## src/hdl/ioxb_pkg.sv

```systemverilog
package ioxb_pkg;

  ////////////////////////////////////////////////////////////////////////////
  // system port numbers, exact eight-bit decode
  localparam logic [7:0] PORT_INT = 8'he0;
  localparam logic [7:0] PORT_NMI = 8'he4;
  localparam logic [7:0] PORT_OPT = 8'hec;
  localparam logic [7:0] PORT_DRV = 8'hf4;
  localparam logic [7:0] PORT_TAPE = 8'hff;
  // port numbers with this bit set belong to the system
  localparam int SYS_PORT_BIT = 7;

  ////////////////////////////////////////////////////////////////////////////
  // option port fields
  localparam int OPT_VIDEO_WAIT = 5;
  localparam int OPT_EXT_BUS = 4;
  localparam int OPT_ALT_CHARSET = 3;
  localparam int OPT_COLUMN = 2;
  localparam int OPT_MOTOR = 1;
  localparam logic [7:0] OPT_KEEP = 8'h3e;

  // interrupt mask and status fields
  localparam int INT_SERIAL_FAULT = 6;
  localparam int INT_SERIAL_RX = 5;
  localparam int INT_SERIAL_TX = 4;
  localparam int INT_EXPANSION = 3;
  localparam int INT_TICK = 2;
  localparam int INT_TAPE_FALL = 1;
  localparam int INT_TAPE_RISE = 0;
  localparam logic [7:0] INT_KEEP = 8'h7f;

  // nmi mask and status fields
  localparam int NMI_DISK_DONE = 7;
  localparam int NMI_DISK_DATA = 6;
  localparam int NMI_RESET = 5;
  localparam logic [7:0] NMI_KEEP = 8'hc0;

  // tape ports
  localparam int TAPE_LOW_SPEED = 7;
  localparam int TAPE_HIGH_SPEED = 0;
  localparam logic [7:0] TAPE_OUT_KEEP = 8'h03;

  // drive select fields
  localparam int DRV_DENSITY = 7;
  localparam int DRV_STALL = 6;
  localparam int DRV_WRITE_A = 5;
  localparam int DRV_SIDE = 4;

  ////////////////////////////////////////////////////////////////////////////
  // values after reset
  localparam logic [7:0] RST_INT_MASK = 8'h00;
  localparam logic [7:0] RST_NMI_MASK = 8'h00;
  localparam logic [7:0] RST_OPT = 8'h00;
  localparam logic [7:0] RST_DRV = 8'h00;
  localparam logic [7:0] RST_TAPE_OUT = 8'h00;
  // value a cpu read sees when nobody answers
  localparam logic [7:0] FLOAT_DATA = 8'hff;

  ////////////////////////////////////////////////////////////////////////////
  // registered bus-facing signals
  typedef struct packed {
    logic [7:0] addr;
    logic [7:0] wdata;
    logic drive_n;
    logic in_n;
    logic out_n;
    logic port_request_n_n;
    logic m1_n;
    logic reset_n;
  } ioxb_bus_t;

  // whole module state
  typedef struct packed {
    ioxb_bus_t bus;
    logic [7:0] int_mask;
    logic [7:0] nmi_mask;
    logic [7:0] opt;
    logic [7:0] drv;
    logic [7:0] tape_out;
    logic tape_rise;
    logic tape_fall;
    logic tape_low;
    logic tape_hs_q;
    logic rd_q;
    logic wr_q;
    logic [7:0] rdata;
    logic rdata_oe_n;
    logic wait_n;
    logic int_n;
    logic nmi_n;
  } ioxb_state_t;

endpackage : ioxb_pkg

```

## src/hdl/ioxb_port_logic.sv

```systemverilog
// Summary of operation
// - bus address, data and control reach the connector only with external bus enabled
// - eight port lines select 256 ports; a bus acknowledge overrides system ports 80h to ffh on reads
// - bus data moves to and from the cpu only with external bus enabled
// - separate active-low input and output strobes, each qualified by port request
// - external device pulls read acknowledge low; transceiver then feeds cpu
// - bus wait reaches cpu wait only with external bus enabled
// - bus interrupt reaches cpu only when interrupt mask bit 3 is set
// - bus interrupt line state readable in status even while masked
// - write-only nmi mask: bit 7 disk completion, bit 6 disk data
// - nmi status: bit 7 completion, 6 data, 5 reset; zero means true
// - option port holds video wait, bus enable, charset, columns, tape motor
// - interrupt status reads active-low pending flags, bits 6 down to 0
// - interrupt mask write sets per-source enables, one means enabled
// - tape output port latches data bits 1 and 0 only
// - tape input read: low speed bit 7, high speed bit 0, option bits 5-1
// - any tape input read clears both high speed edge interrupts
// - drive select latches density, stall, write a, side and four drive selects
`timescale 1ns/1ps
`default_nettype none

module ioxb_port_logic
  import ioxb_pkg::*;
(
  // clock and reset
  input wire logic mclk,
  input wire logic rst_b,
  // cpu side
  input wire logic [7:0] cpu_addr,
  input wire logic [7:0] cpu_wdata,
  input wire logic cpu_port_request_n,
  input wire logic cpu_rd_n,
  input wire logic cpu_wr_n,
  input wire logic cpu_opcode_fetch_n,
  output logic [7:0] cpu_rdata,
  output logic cpu_rdata_oe_n,
  output logic cpu_wait_n,
  output logic cpu_int_n,
  output logic cpu_nmi_n,
  // expansion connector
  output logic [7:0] port_select_lines,
  output logic [7:0] bus_data_out,
  output logic bus_data_oe_n,
  input wire logic [7:0] bus_data_in,
  output logic bus_in_strobe_n,
  output logic bus_out_strobe_n,
  output logic bus_port_request_n,
  output logic bus_opcode_fetch_n,
  output logic bus_reset_n,
  output logic bus_ctrl_oe_n,
  input wire logic external_read_ack_n,
  input wire logic expansion_stall_n,
  input wire logic expansion_irq_n,
  // interrupt and nmi sources
  input wire logic serial_fault_req,
  input wire logic serial_rx_req,
  input wire logic serial_tx_req,
  input wire logic tick_req,
  input wire logic disk_completion_request,
  input wire logic disk_data_request,
  input wire logic reset_switch_n,
  // tape inputs and outputs
  input wire logic tape_high_speed_in,
  input wire logic tape_low_speed_set,
  output logic [1:0] tape_output_level,
  // option outputs
  output logic video_wait_enable,
  output logic external_bus_enable,
  output logic alternate_charset_enable,
  output logic column_width_select,
  output logic tape_motor_on,
  // drive select outputs
  output logic density_select,
  output logic disk_stall_generate,
  output logic write_enable_a,
  output logic diskette_side_select,
  output logic [3:0] drive_select
);

  ////////////////////////////////////////////////////////////////////////////
  // state and next state
  ioxb_state_t st;
  ioxb_state_t next_st;

  // cycle decode from the cpu pins
  logic port_rd;
  logic port_wr;
  logic rd_start;
  logic wr_start;
  logic ext_en;
  logic sys_port;
  logic ext_answer;
  logic [7:0] int_status;
  logic [7:0] nmi_status;
  logic [7:0] tape_in;
  logic [7:0] sys_rdata;
  logic sys_hit;
  logic hs_rise;
  logic hs_fall;

  ////////////////////////////////////////////////////////////////////////////
  // port cycle qualification
  assign port_rd = !cpu_port_request_n && !cpu_rd_n && cpu_opcode_fetch_n;
  assign port_wr = !cpu_port_request_n && !cpu_wr_n && cpu_opcode_fetch_n;
  // first cycle of each access, so a write stores once
  assign rd_start = port_rd && !st.rd_q;
  assign wr_start = port_wr && !st.wr_q;
  assign ext_en = st.opt[OPT_EXT_BUS];
  assign sys_port = cpu_addr[SYS_PORT_BIT];
  // transceiver turns toward the cpu only on acknowledge
  assign ext_answer = ext_en && port_rd && !external_read_ack_n;

  // high speed tape edges
  assign hs_rise = tape_high_speed_in && !st.tape_hs_q;
  assign hs_fall = !tape_high_speed_in && st.tape_hs_q;

  ////////////////////////////////////////////////////////////////////////////
  // readable status words
  always_comb begin
    int_status = 8'hff;
    // active-low pending flags
    int_status[INT_SERIAL_FAULT] = !serial_fault_req;
    int_status[INT_SERIAL_RX] = !serial_rx_req;
    int_status[INT_SERIAL_TX] = !serial_tx_req;
    // raw bus line, independent of its mask
    int_status[INT_EXPANSION] = expansion_irq_n;
    int_status[INT_TICK] = !tick_req;
    int_status[INT_TAPE_FALL] = !st.tape_fall;
    int_status[INT_TAPE_RISE] = !st.tape_rise;
  end

  always_comb begin
    nmi_status = 8'hff;
    nmi_status[NMI_DISK_DONE] = !disk_completion_request;
    nmi_status[NMI_DISK_DATA] = !disk_data_request;
    nmi_status[NMI_RESET] = reset_switch_n;
  end

  always_comb begin
    // option bits read back in their own places
    tape_in = st.opt & OPT_KEEP;
    tape_in[TAPE_LOW_SPEED] = st.tape_low;
    tape_in[TAPE_HIGH_SPEED] = tape_high_speed_in;
  end

  // system read mux; write-only ports do not answer
  always_comb begin
    sys_hit = 1'b1;
    unique case (cpu_addr)
      PORT_INT: sys_rdata = int_status;
      PORT_NMI: sys_rdata = nmi_status;
      PORT_TAPE: sys_rdata = tape_in;
      default: begin
        sys_rdata = FLOAT_DATA;
        sys_hit = 1'b0;
      end
    endcase
  end

  ////////////////////////////////////////////////////////////////////////////
  // next state
  always_comb begin
    next_st = st;
    next_st.rd_q = port_rd;
    next_st.wr_q = port_wr;
    next_st.tape_hs_q = tape_high_speed_in;

    // register writes on the first cycle of an output
    if (wr_start) begin
      unique case (cpu_addr)
        PORT_INT: next_st.int_mask = cpu_wdata & INT_KEEP;
        PORT_NMI: next_st.nmi_mask = cpu_wdata & NMI_KEEP;
        PORT_OPT: next_st.opt = cpu_wdata & OPT_KEEP;
        PORT_DRV: next_st.drv = cpu_wdata;
        PORT_TAPE: next_st.tape_out = cpu_wdata & TAPE_OUT_KEEP;
        default: next_st.int_mask = st.int_mask;
      endcase
    end

    // tape latches: read of tape port clears, a new edge wins
    if (rd_start && cpu_addr == PORT_TAPE) begin
      next_st.tape_rise = 1'b0;
      next_st.tape_fall = 1'b0;
      next_st.tape_low = 1'b0;
    end
    if (hs_rise) begin
      next_st.tape_rise = 1'b1;
    end
    if (hs_fall) begin
      next_st.tape_fall = 1'b1;
    end
    if (tape_low_speed_set) begin
      next_st.tape_low = 1'b1;
    end

    // cpu read data
    next_st.rdata_oe_n = 1'b1;
    next_st.rdata = st.rdata;
    if (port_rd) begin
      next_st.rdata_oe_n = 1'b0;
      if (ext_answer) begin
        next_st.rdata = bus_data_in;
      end else if (sys_port && sys_hit) begin
        // system word taken once, before the tape read clears its latches
        if (rd_start) begin
          next_st.rdata = sys_rdata;
        end
      end else begin
        next_st.rdata = FLOAT_DATA;
      end
    end

    // buffered bus outputs, idle unless the external bus is on
    next_st.bus.addr = 8'h00;
    next_st.bus.wdata = 8'h00;
    next_st.bus.drive_n = 1'b1;
    next_st.bus.in_n = 1'b1;
    next_st.bus.out_n = 1'b1;
    next_st.bus.port_request_n_n = 1'b1;
    next_st.bus.m1_n = 1'b1;
    next_st.bus.reset_n = 1'b1;
    if (ext_en) begin
      next_st.bus.addr = cpu_addr;
      next_st.bus.port_request_n_n = cpu_port_request_n;
      next_st.bus.m1_n = cpu_opcode_fetch_n;
      next_st.bus.reset_n = 1'b1;
      // strobes gated with port request
      next_st.bus.in_n = cpu_port_request_n || cpu_rd_n;
      next_st.bus.out_n = cpu_port_request_n || cpu_wr_n;
      if (port_wr) begin
        next_st.bus.wdata = cpu_wdata;
        next_st.bus.drive_n = 1'b0;
      end
    end

    // wait from the bus only when enabled
    next_st.wait_n = !ext_en || expansion_stall_n;

    // masked interrupt, mode 1 request to the cpu
    next_st.int_n = !(|(~int_status & st.int_mask & INT_KEEP));

    // nmi from the disk sources
    next_st.nmi_n = !((disk_completion_request && st.nmi_mask[NMI_DISK_DONE]) ||
                      (disk_data_request && st.nmi_mask[NMI_DISK_DATA]));
  end

  ////////////////////////////////////////////////////////////////////////////
  // state register
  always_ff @(posedge mclk or negedge rst_b) begin
    if (!rst_b) begin
      st.bus.addr <= 8'h00;
      st.bus.wdata <= 8'h00;
      st.bus.drive_n <= 1'b1;
      st.bus.in_n <= 1'b1;
      st.bus.out_n <= 1'b1;
      st.bus.port_request_n_n <= 1'b1;
      st.bus.m1_n <= 1'b1;
      st.bus.reset_n <= 1'b0;
      st.int_mask <= RST_INT_MASK;
      st.nmi_mask <= RST_NMI_MASK;
      st.opt <= RST_OPT;
      st.drv <= RST_DRV;
      st.tape_out <= RST_TAPE_OUT;
      st.tape_rise <= 1'b0;
      st.tape_fall <= 1'b0;
      st.tape_low <= 1'b0;
      st.tape_hs_q <= 1'b0;
      st.rd_q <= 1'b0;
      st.wr_q <= 1'b0;
      st.rdata <= FLOAT_DATA;
      st.rdata_oe_n <= 1'b1;
      st.wait_n <= 1'b1;
      st.int_n <= 1'b1;
      st.nmi_n <= 1'b1;
    end else begin
      st <= next_st;
    end
  end

  ////////////////////////////////////////////////////////////////////////////
  // cpu side outputs
  assign cpu_rdata = st.rdata;
  assign cpu_rdata_oe_n = st.rdata_oe_n;
  assign cpu_wait_n = st.wait_n;
  assign cpu_int_n = st.int_n;
  assign cpu_nmi_n = st.nmi_n;

  // connector outputs; control buffers off while the bus is disabled
  assign port_select_lines = st.bus.addr;
  assign bus_data_out = st.bus.wdata;
  assign bus_data_oe_n = st.bus.drive_n;
  assign bus_in_strobe_n = st.bus.in_n;
  assign bus_out_strobe_n = st.bus.out_n;
  assign bus_port_request_n = st.bus.port_request_n_n;
  assign bus_opcode_fetch_n = st.bus.m1_n;
  assign bus_reset_n = st.bus.reset_n;
  assign bus_ctrl_oe_n = !ext_en;

  // tape and option outputs
  assign tape_output_level = st.tape_out[1:0];
  assign video_wait_enable = st.opt[OPT_VIDEO_WAIT];
  assign external_bus_enable = st.opt[OPT_EXT_BUS];
  assign alternate_charset_enable = st.opt[OPT_ALT_CHARSET];
  assign column_width_select = st.opt[OPT_COLUMN];
  assign tape_motor_on = st.opt[OPT_MOTOR];

  // drive select outputs
  assign density_select = st.drv[DRV_DENSITY];
  assign disk_stall_generate = st.drv[DRV_STALL];
  assign write_enable_a = st.drv[DRV_WRITE_A];
  assign diskette_side_select = st.drv[DRV_SIDE];
  assign drive_select = st.drv[3:0];

endmodule : ioxb_port_logic

`default_nettype wire

```

## config.mk

```make
export PLATFORM = sky130hd
export DESIGN_NAME = ioxb_port_logic
export DESIGN_NICKNAME = d
export VERILOG_FILES = /design/src/hdl/ioxb_pkg.sv /design/src/hdl/ioxb_port_logic.sv
export SDC_FILE = /design/constraint.sdc
export NUM_CORES = 1
export LEC_CHECK = 0
export CORE_MARGIN = 5
export CORE_UTILIZATION = 56
export CTS_BUF_LIST = sky130_fd_sc_hd__clkbuf_16
export DETAILED_ROUTE_END_ITERATION = 8
export DONT_BUFFER_PORTS = 1
export PLACE_DENSITY = 0.83
export SYNTH_ARGS = -nofsm -noshare
export SYNTH_HDL_FRONTEND = slang
export SYNTH_SLANG_ARGS = --single-unit
```

## constraint.sdc

```tcl
create_clock -name mclk -period 1.6 [get_ports mclk]
set_input_delay 0.16 -clock mclk [delete_from_list [all_inputs] [get_ports mclk]]
set_output_delay 0.16 -clock mclk [all_outputs]
set_load 0.1 [all_outputs]
```

# After elaboration in Yosys (flattened, before gate mapping)
# Index checks and enable logic that the tools add are counted.
# totals
reg_bits,64
input_bits,42
out_inout_bits,50
word_cells,92
# classes
n_eq_ne,6
mux,12
bitwise_logic,2
reduce_logical,48
# op_table
cell,n
$eq A8 B8 Y1 const B,5
$mux W8,3
$pmux W8 S3,1
$mux W22,1
$logic_not A1 Y1,19
$logic_and A1 B1 Y1,14
$reduce_and A2 Y1,6
$mux W9,1
$and A7 B7 Y7,1
$not A7 Y7,1
$reduce_or A7 Y1,1
$reduce_bool A2 Y1,3
$mux W1,5
$logic_or A1 B1 Y1,4
$mux W3,1
$ne A3 B3 Y1 const B,1
$reduce_or A3 Y1,1

# Depth between registers and ports, before layout
# Gate-level depths: netlist of run 1.
# depth
word_depth,7
mapped_depth,6
depth_no_buf,6

# Worst setup path after synthesis of run 1
# No wires, ideal clock.
# synth_timing
path_type,register to register
startpoint,"register st, in the netlist external_bus_enable"
endpoint,"register st, in the netlist cpu_rdata[5]"
setup_time_ns,0.082
arrival_time_ns,2.167
slack_ns,-0.649
path_stages_with_launch,5
synth_period_minus_slack_ns,2.249
path_cell_list,dfrtp_1 nand2b_1 or4_4 a41o_4 mux2_4
# synth_between
elab_chain_cells,4
elab_cells_between_ends,5
# synth_rtl
element,line,text
start: declaration,ioxb_port_logic.sv:82,ioxb_state_t st;
$logic_and A1 B1 Y1 * (2 in series),ioxb_port_logic.sv:111,assign ext_answer = ext_en && port_rd && !external_read_ack_n;
$ne A3 B3 Y1 (no line),--,
$reduce_and A2 Y1 (no line),--,
# Every way passes the cells marked *; elsewhere a longest branch is shown, timed or not.
# A chain may end at the register's enable or synchronous reset.

# Worst setup path in the final report of run 1
# Same ends and word-level chain as after synthesis.

==> results of run 1 <==
## power by group through the flow
stage          Clock [mW]  Combinational, mW  Sequential, mW
2_1_floorplan           0              0.376            1.80
3_3_place_gp            0              0.442            1.77
3_5_place_dp            0              0.445            1.77
4_1_cts              1.65              0.504            1.75
5_1_grt              1.75              0.538            1.76
6_report             1.62              0.518            1.75
## Yosys cell counts, types with 2 or more instances
master	instances	area [um^2]
o21ai_1	8	40.04
and3_1	2	12.51
a21oi_1	2	10.01
o21ai_0	7	35.03
and2_1	16	100.1
nor3_4	2	32.53
a221oi_1	6	52.55
buf_4	30	225.2
nor2_1	7	26.28
mux2_2	25	281.5
a22oi_1	3	22.52
nand2_1	16	60.06
dfrtp_1	47	1176
or2_2	2	12.51
inv_1	6	22.52
nand2b_1	3	18.77
dfstp_2	17	446.7
nand3_1	2	10.01
## repair_timing
action,4_1_cts,5_1_grt
setup endpoints to repair,1,29
pin swaps,0,7
hold endpoints to repair,115,64
resized for setup,1,16
setup buffers,0,2
## worst reg2reg max path, delay by kind of cell, from the launching register on
| family | cells | cell delay, ns |
|---|---|---|
| mux | 1 | 0.29 |
| compound gates | 1 | 0.28 |
| flops | 1 | 0.43 |
| simple gates | 2 | 0.58 |
## metal layers
metal | vias up | wire (um)
li1 | 857 | -
met1 | 960 | 2529
met2 | 85 | 3318
met3 | 14 | 621
met4 | 0 | 153
met5 | - | 0
## registers in the layout (all words and copies together), names as in the netlist, 2 cells and up
signal	flops
port_select_lines	8
bus_data_out	8
tape_output_level	2
drive_select	4
cpu_rdata	8
st	15
## path summary, 6_finish.rpt
| path | from | to | slack [ns] | cells after the start |
|---|---|---|---|---|
| worst max-delay path | external_bus_enable | cpu_rdata[5] | -0.05 | 4 |
| worst min-delay path | rst_b | port_select_lines[7] | -0.47 | 0 |
| worst max register to register | external_bus_enable | cpu_rdata[5] | -0.05 | 4 |
| worst min register to register | cpu_rdata[1] | cpu_rdata[1] | 0.46 | 2 |
| max in group asynchronous | rst_b | cpu_rdata[3] | 1.86 | 0 |
| min in group mclk | serial_fault_req | cpu_int_n | 0.04 | 2 |
## cell type report
type / instances / area [um^2]
clock buffers: 9 / 225.2
well taps: 67 / 83.83
flip-flops and latches: 64 / 1627
repair buffers: 74 / 638.1
inverters: 8 / 33.78
clock inverters: 7 / 27.53
multi-input cells: 120 / 978.4
fillers: 302 / 1172
## per-stage QoR
step,TNS (ns),power [mW],util,hold WS [ns]
finish,-0.3920,3.887,0.7550,-0.4654
global route,-1.312,4.045,0.7550,-0.4837
CTS,0,3.901,0.7365,-0.4734
detailed placement,0,2.215,0.6327,-0.1324
global placement,0,2.210,0.6327,-0.1328
floorplan,-0.6333,2.173,-,-0.1356
## logic make-up after synthesis
| kind of cell | Yosys count |
|---|---|
| flops | 64 |
| simple gates | 60 |
| buf+inv | 40 |
| compound gates | 33 |
| mux | 26 |
| other cells | 1 |
==> impl_results.md, run 1 <==
- RSZ-0062 raised after global routing: true
- Mapped cell area: 0.002803 mm^2
- FP Rows: 25
- Antenna diodes: 0
- Placed wire-length estimate: about 4.4 mm
- Outcome: finished with violations
- Most common cell after layout, fill and taps aside: buf_4
- Die Wd: between 80 and 90 um
- Worst setup EP type: flip-flop
- XOR/XNOR share of the synthesized area: 0
- Vias in the first global route: 2036
- Clock sinks: 64
- Initial Util: 0.5856
- First-pass GRT wire length: 10.16 mm
- Synth unique cells: 41
- Die Y: just over 80 um
- Sequential-to-total area share from yosys stat: 0.5790
- Latest clock arrival within the worst-skew pair: about 0.32 ns
- Final Non-Filler Cells: between 300 and 400
- Reg power frac: 0.450
- Pin count of the biggest net entering global routing: 65
- Number of synthesized flops with an enable pin: 0
- Tmin final: 1.649 ns
- Initial antenna violation count: 0
- FMAX: 606.5 MHz
- Post-Synth Simple-Gate Area: 0.1362
- Worst setup SP type: flip-flop
- WS Path Type: reg2reg
- Vias: ~1900
- Async SR Flop Fraction: 1.000
- Worst Path Buf+Inv: 0
- Switching Power: between 1 and 1.5 mW
- Final net count: roughly 320
- Min setup slack post-route: -0.04881 ns
- Gr ovfl total: 0
- Met3 GRT Util: 0.08204
- Die area: between 0.006 and 0.007 mm^2
- DRT antenna net count: 0
- Gr busiest metal: met2
- Largest family of logic cells by synthesized area: simple AND/OR/NAND/NOR gates
- Crit path DAT: 1.89 ns
- Final slew viol count: 0
- Crit-path max FO: 4
- Avg Cell Area, Syn: between 10 and 15 um^2
- Mux contribution to synthesized area: 0.1058
- Synth warn: 0
- First-iteration detailed-routing DRC count: 108
- Max_cap viols: 0
- Top delay family on crit path: simple AND/OR/NAND/NOR gates
- Via density: about 5.5
- Final Hold Viols: 64
- Final setup viols: 15
- CTS clock-pin slew for the worst setup and hold paths: 0.05 ns
- Tcrit/Tclk final: 1.031
- Cells after synthesis: approximately 220
- Routed WL per cell: between 15 and 20 um
- Fin Hold WS: -0.4654 ns
- Dpl cells: ~300
- I/O pins: roughly 90
- P_leak: 1.758 nW
- Final Skew: slightly above 0.004 ns
- Max rail drop VDD: around 0.94 mV
- Core ar.: approximately 0.0048 mm^2
- Synth Area in Compound Gates: 0.08348
- FF+latch count, synth: between 60 and 70
- CTS H-tree depth: 3
- P_int: approximately 2.8 mW
- Post-Synth Adder-Cell Area: 0
- Routability cong.: between 0.8 and 0.9
- Switching Share: 0.2682
- Met1 Track Usage GR: 0.2597
- Worst Hold Class: in2async
- Root Driver: clkbuf_16
- Final wirelength: 6.622 mm
- Ys flop type: dfrtp_1
- Leading cell types in the layout, fill and taps excluded: buf_4, dfrtp_1, dlygate4sd3_1
- Clock Path Buffers: 2
- TritonCTS clock tree: built
- Post-CTS Hold Buffers: 24
- Failing checks: negative hold slack, negative setup slack
- Post-placement setup slack: about 0.029 ns
- Clk pwr share: 0.416
- DRC viols: 0
- Share of layout cells above drive strength 1: 0.4397
- DRT Pass-1 Iters: 5
- Syn nets: roughly 270
- Met2 Usage GRT: 0.3427
- Placed instance area: between 0.003 and 0.004 mm^2
- Combinational group share of total power: 0.133
- Area delta synth->final: 28.93%
- CTS Buf Count: 9
- Port bufs: 0
- CP required: 1.84 ns
- Overall routing resource usage: 0.2169
- CP cell instances: nand2b_4 > or4_4 > a41o_4 > mux2_4
- Critical path's largest stage delay: 0.52 ns
- CP max stage cell: or4_4
- Post-route cell area: ~0.0036 mm^2
- Pwr Density: roughly 1100 mW/mm^2
Note: power is estimated with default switching activity, not from simulation.
==> run 2, diff against run 1 <==
--- a/config.mk
+++ b/config.mk
@@ -5,7 +5,6 @@
 export SDC_FILE = /design/constraint.sdc
 export NUM_CORES = 1
 export LEC_CHECK = 0
-export CORE_MARGIN = 5
 export CORE_UTILIZATION = 56
 export CTS_BUF_LIST = sky130_fd_sc_hd__clkbuf_16
 export DETAILED_ROUTE_END_ITERATION = 8
==> run 2 against run 1 <==
The run ends with negative hold slack left; final area shrank 0.21%; flip-flop and latch count is the same; non-clock buffer count shrank 2; critical path depth grew 1; combinational power shrank 10%; global-route usage grew 3.0 points; sequential share of layout area grew 0.094 points; hold slack lost 0.0022 ns; sequential power is essentially flat; critical path type is now in2reg; highest routed layer unchanged.
==> impl_results.md, run 2 (synthesis results as in run 1) <==
- Final Skew: 0.004484 ns (+0.0004592 ns)
- First-iteration detailed-routing DRC count: 120 (+11%)
- CTS H-tree depth: 3 (unchanged)
- Routed WL per cell: 17.61 um (-7.2%)
- Post-CTS Hold Buffers: 24 (unchanged)
- Crit. Startpoint: cpu_port_request_n
- Vias: 1851 (-3.4%)
- Pwr Density: 1174 mW/mm^2 (+9.1%)
- Final setup TNS: 0 ns (+0.3920 ns)
- Antenna diodes: 0 (unchanged)
- Top delay family on crit path: simple AND/OR/NAND/NOR gates
- Slew @ Worst Pin: slightly above 0.5 ns
- Final net count: 317 (-0.63%)
- Filler cells: 306 (+1.3%)
- Critical Path Sink: cpu_rdata[5]
- Share of layout cells above drive strength 1: 0.4250 (-0.01472)
- Final wirelength: 6.111 mm (-7.7%)
- CTS Buf Count: 9 (unchanged)
- Tmin final: 1.597 ns (-0.05156 ns)
- Clock Path Buffers: 2 (unchanged)
- Initial Util: 0.5895 (+0.003853)
- Leading cell types in the layout, fill and taps excluded: dfrtp_1, buf_4, mux2_2, dlygate4sd3_1, dfstp_2
- I/O pins: 92 (unchanged)
- Area delta synth->final: 28.66%
- Worst setup SP type: input pin
- CP Depth: 5 (+1)
- First-pass GRT wire length: 9.204 mm (-9.4%)
- Core ar.: 0.004755 mm^2 (-0.65%)
- Max reg flops: 15 (unchanged)
- Gr ovfl total: 0 (unchanged)
- Post-route cell area: 0.003606 mm^2 (-0.21%)
- Port bufs: 0 (unchanged)
- TritonCTS clock tree: built
- Initial antenna violation count: 0 (unchanged)
- Die area: 0.005292 mm^2 (-19%)
- Clock sinks: 64 (unchanged)
- Tcrit/Tclk final: 0.9983 (-0.03222)
- Failing checks: negative hold slack
- Worst Hold Class: in2async
- Crit-path max FO: 4 (unchanged)
- Final setup viols: 0 (-15)
- Final slew viol count: 0 (unchanged)
- FP Rows: 25 (unchanged)
- CP max stage cell: dlygate4sd3_1
- Vias in the first global route: 1841 (-9.6%)
- Pin count of the biggest net entering global routing: 65 (unchanged)
- CTS clock-pin slew for the worst setup and hold paths: 0.05 ns (about the same)
- Die Wd: 72.75 um (-9.9%)
- Final Non-Filler Cells: 347 (-0.57%)
- Max_cap viols: 0 (unchanged)
- Root Driver: clkbuf_16
- FF-to-FF Start: st[12]
- R2R cell count: 4 (unchanged)
- Outcome: finished with violations
- DRT antenna net count: 0 (unchanged)
- Total power: 4.232 mW (+8.9%)
- Placed instance area: 0.003013 mm^2 (-0.50%)
- Critical path's largest stage delay: 0.54 ns (+0.02 ns)
- Worst setup EP type: flip-flop
- Reg-to-reg endpoint: st[51]
- R2r setup slk: 0.02 ns (+0.07 ns)
- Die Y: 72.75 um (-9.9%)
- CP cell instances: dlygate4sd3_1 > nand2b_4 > or4_4 > a41o_4 > mux2_4
- FMAX: 626.1 MHz (+3.2%)
- WS Path Type: in2reg
- CP required: 1.85 ns (about the same)
- Final Hold Viols: 64 (unchanged)
- Max rail drop VDD: 0.8209 mV (-12%)
- Worst Path Buf+Inv: 1 (+1)
- P_leak: 1.753 nW (-0.29%)
- Latest clock arrival within the worst-skew pair: 0.32 ns (about the same)
- Dpl cells: 305 (-0.65%)
- Crit path DAT: 1.84 ns (-0.05 ns)
- Fin Hold WS: -0.4676 ns (-0.002179 ns)
- DRT Pass-1 Iters: 4 (-1)
- Most common cell after layout, fill and taps aside: dfrtp_1
- Placed wire-length estimate: 3.974 mm (-9.7%)
- Worst relative slew slack: 0.6640
- DRC viols: 0 (unchanged)
- Via density: 5.334 (-2.8%)
- Largest Register: st
- RSZ-0062 raised after global routing: true
- Overall routing resource usage: 0.2474 (+0.03043)
- Routability cong.: 0.9299 (+6.9%)
==> run 2: changes by cell type in the layout (fill, tap and decap cells not counted), sizes merged <==
cell / delta
dlymetal6s4s: -1
dlygate4sd3: +1
inv: -2
bufinv: +2
buf: -2
==> run 2: how the worst min path moves through the flow <==
stage | start | end | slack, ns | cells after the start
after floorplan | rst_b | alternate_charset_enable | -0.14 | 0
after global routing | rst_b | port_select_lines[5] | -0.48 | 0
after global placement | rst_b | port_select_lines[2] | -0.13 | 0
final | rst_b | port_select_lines[5] | -0.47 | 0
after CTS | rst_b | video_wait_enable | -0.48 | 0
after detailed placement | rst_b | port_select_lines[2] | -0.13 | 0
==> run 2: what timing repair did <==
| item | 4_1_cts | 5_1_grt |
|---|---|---|
| endpoints found under the hold margin | 115 | 64 |
| buffers inserted | 0 | 2 |
| resized for setup | 2 | 3 |
| pin swaps | 0 | 2 |
| setup endpoints to repair | 1 | 22 |
| gates cloned | 0 | 0 |
==> run 2: area by class of cell <==
type	count	area [um^2]	area share
multi-input combinational	120	927.1	0.2571
inverter	8	33.78	0.009368
tap	67	83.83	0.02325
timing repair buffer	72	629.4	0.1745
clock buffer	9	225.2	0.06246
sequential	64	1627	0.4511
clock inverter	7	80.08	0.02221
==> run 2: metrics by stage <==
step                  util  worst slack, ns
floorplan                -          -0.1542
global placement    0.6337          0.05508
detailed placement  0.6337          0.03581
CTS                 0.7500         0.002030
global route        0.7584        -0.008400
finish              0.7584         0.002744
==> run 2: power by group <==
group	internal, mW	total (mW)	leakage [nW]	switching [mW]
Combinational	0.129	0.464	0.785	0.335
Clock	1.34	1.99	0.157	0.655
Sequential	1.69	1.78	0.811	0.0833
Total	3.16	4.23	1.75	1.07
==> run 2: metal layers <==
metal | share of wire | track usage | up-vias
met1 | 0.40 | 0.2978 | 916
met2 | 0.51 | 0.3946 | 78
met4 | 0.018 | 0.1198 | 0
li1 | - | - | 847
met3 | 0.076 | 0.09116 | 10
met5 | 0 | 0 | -
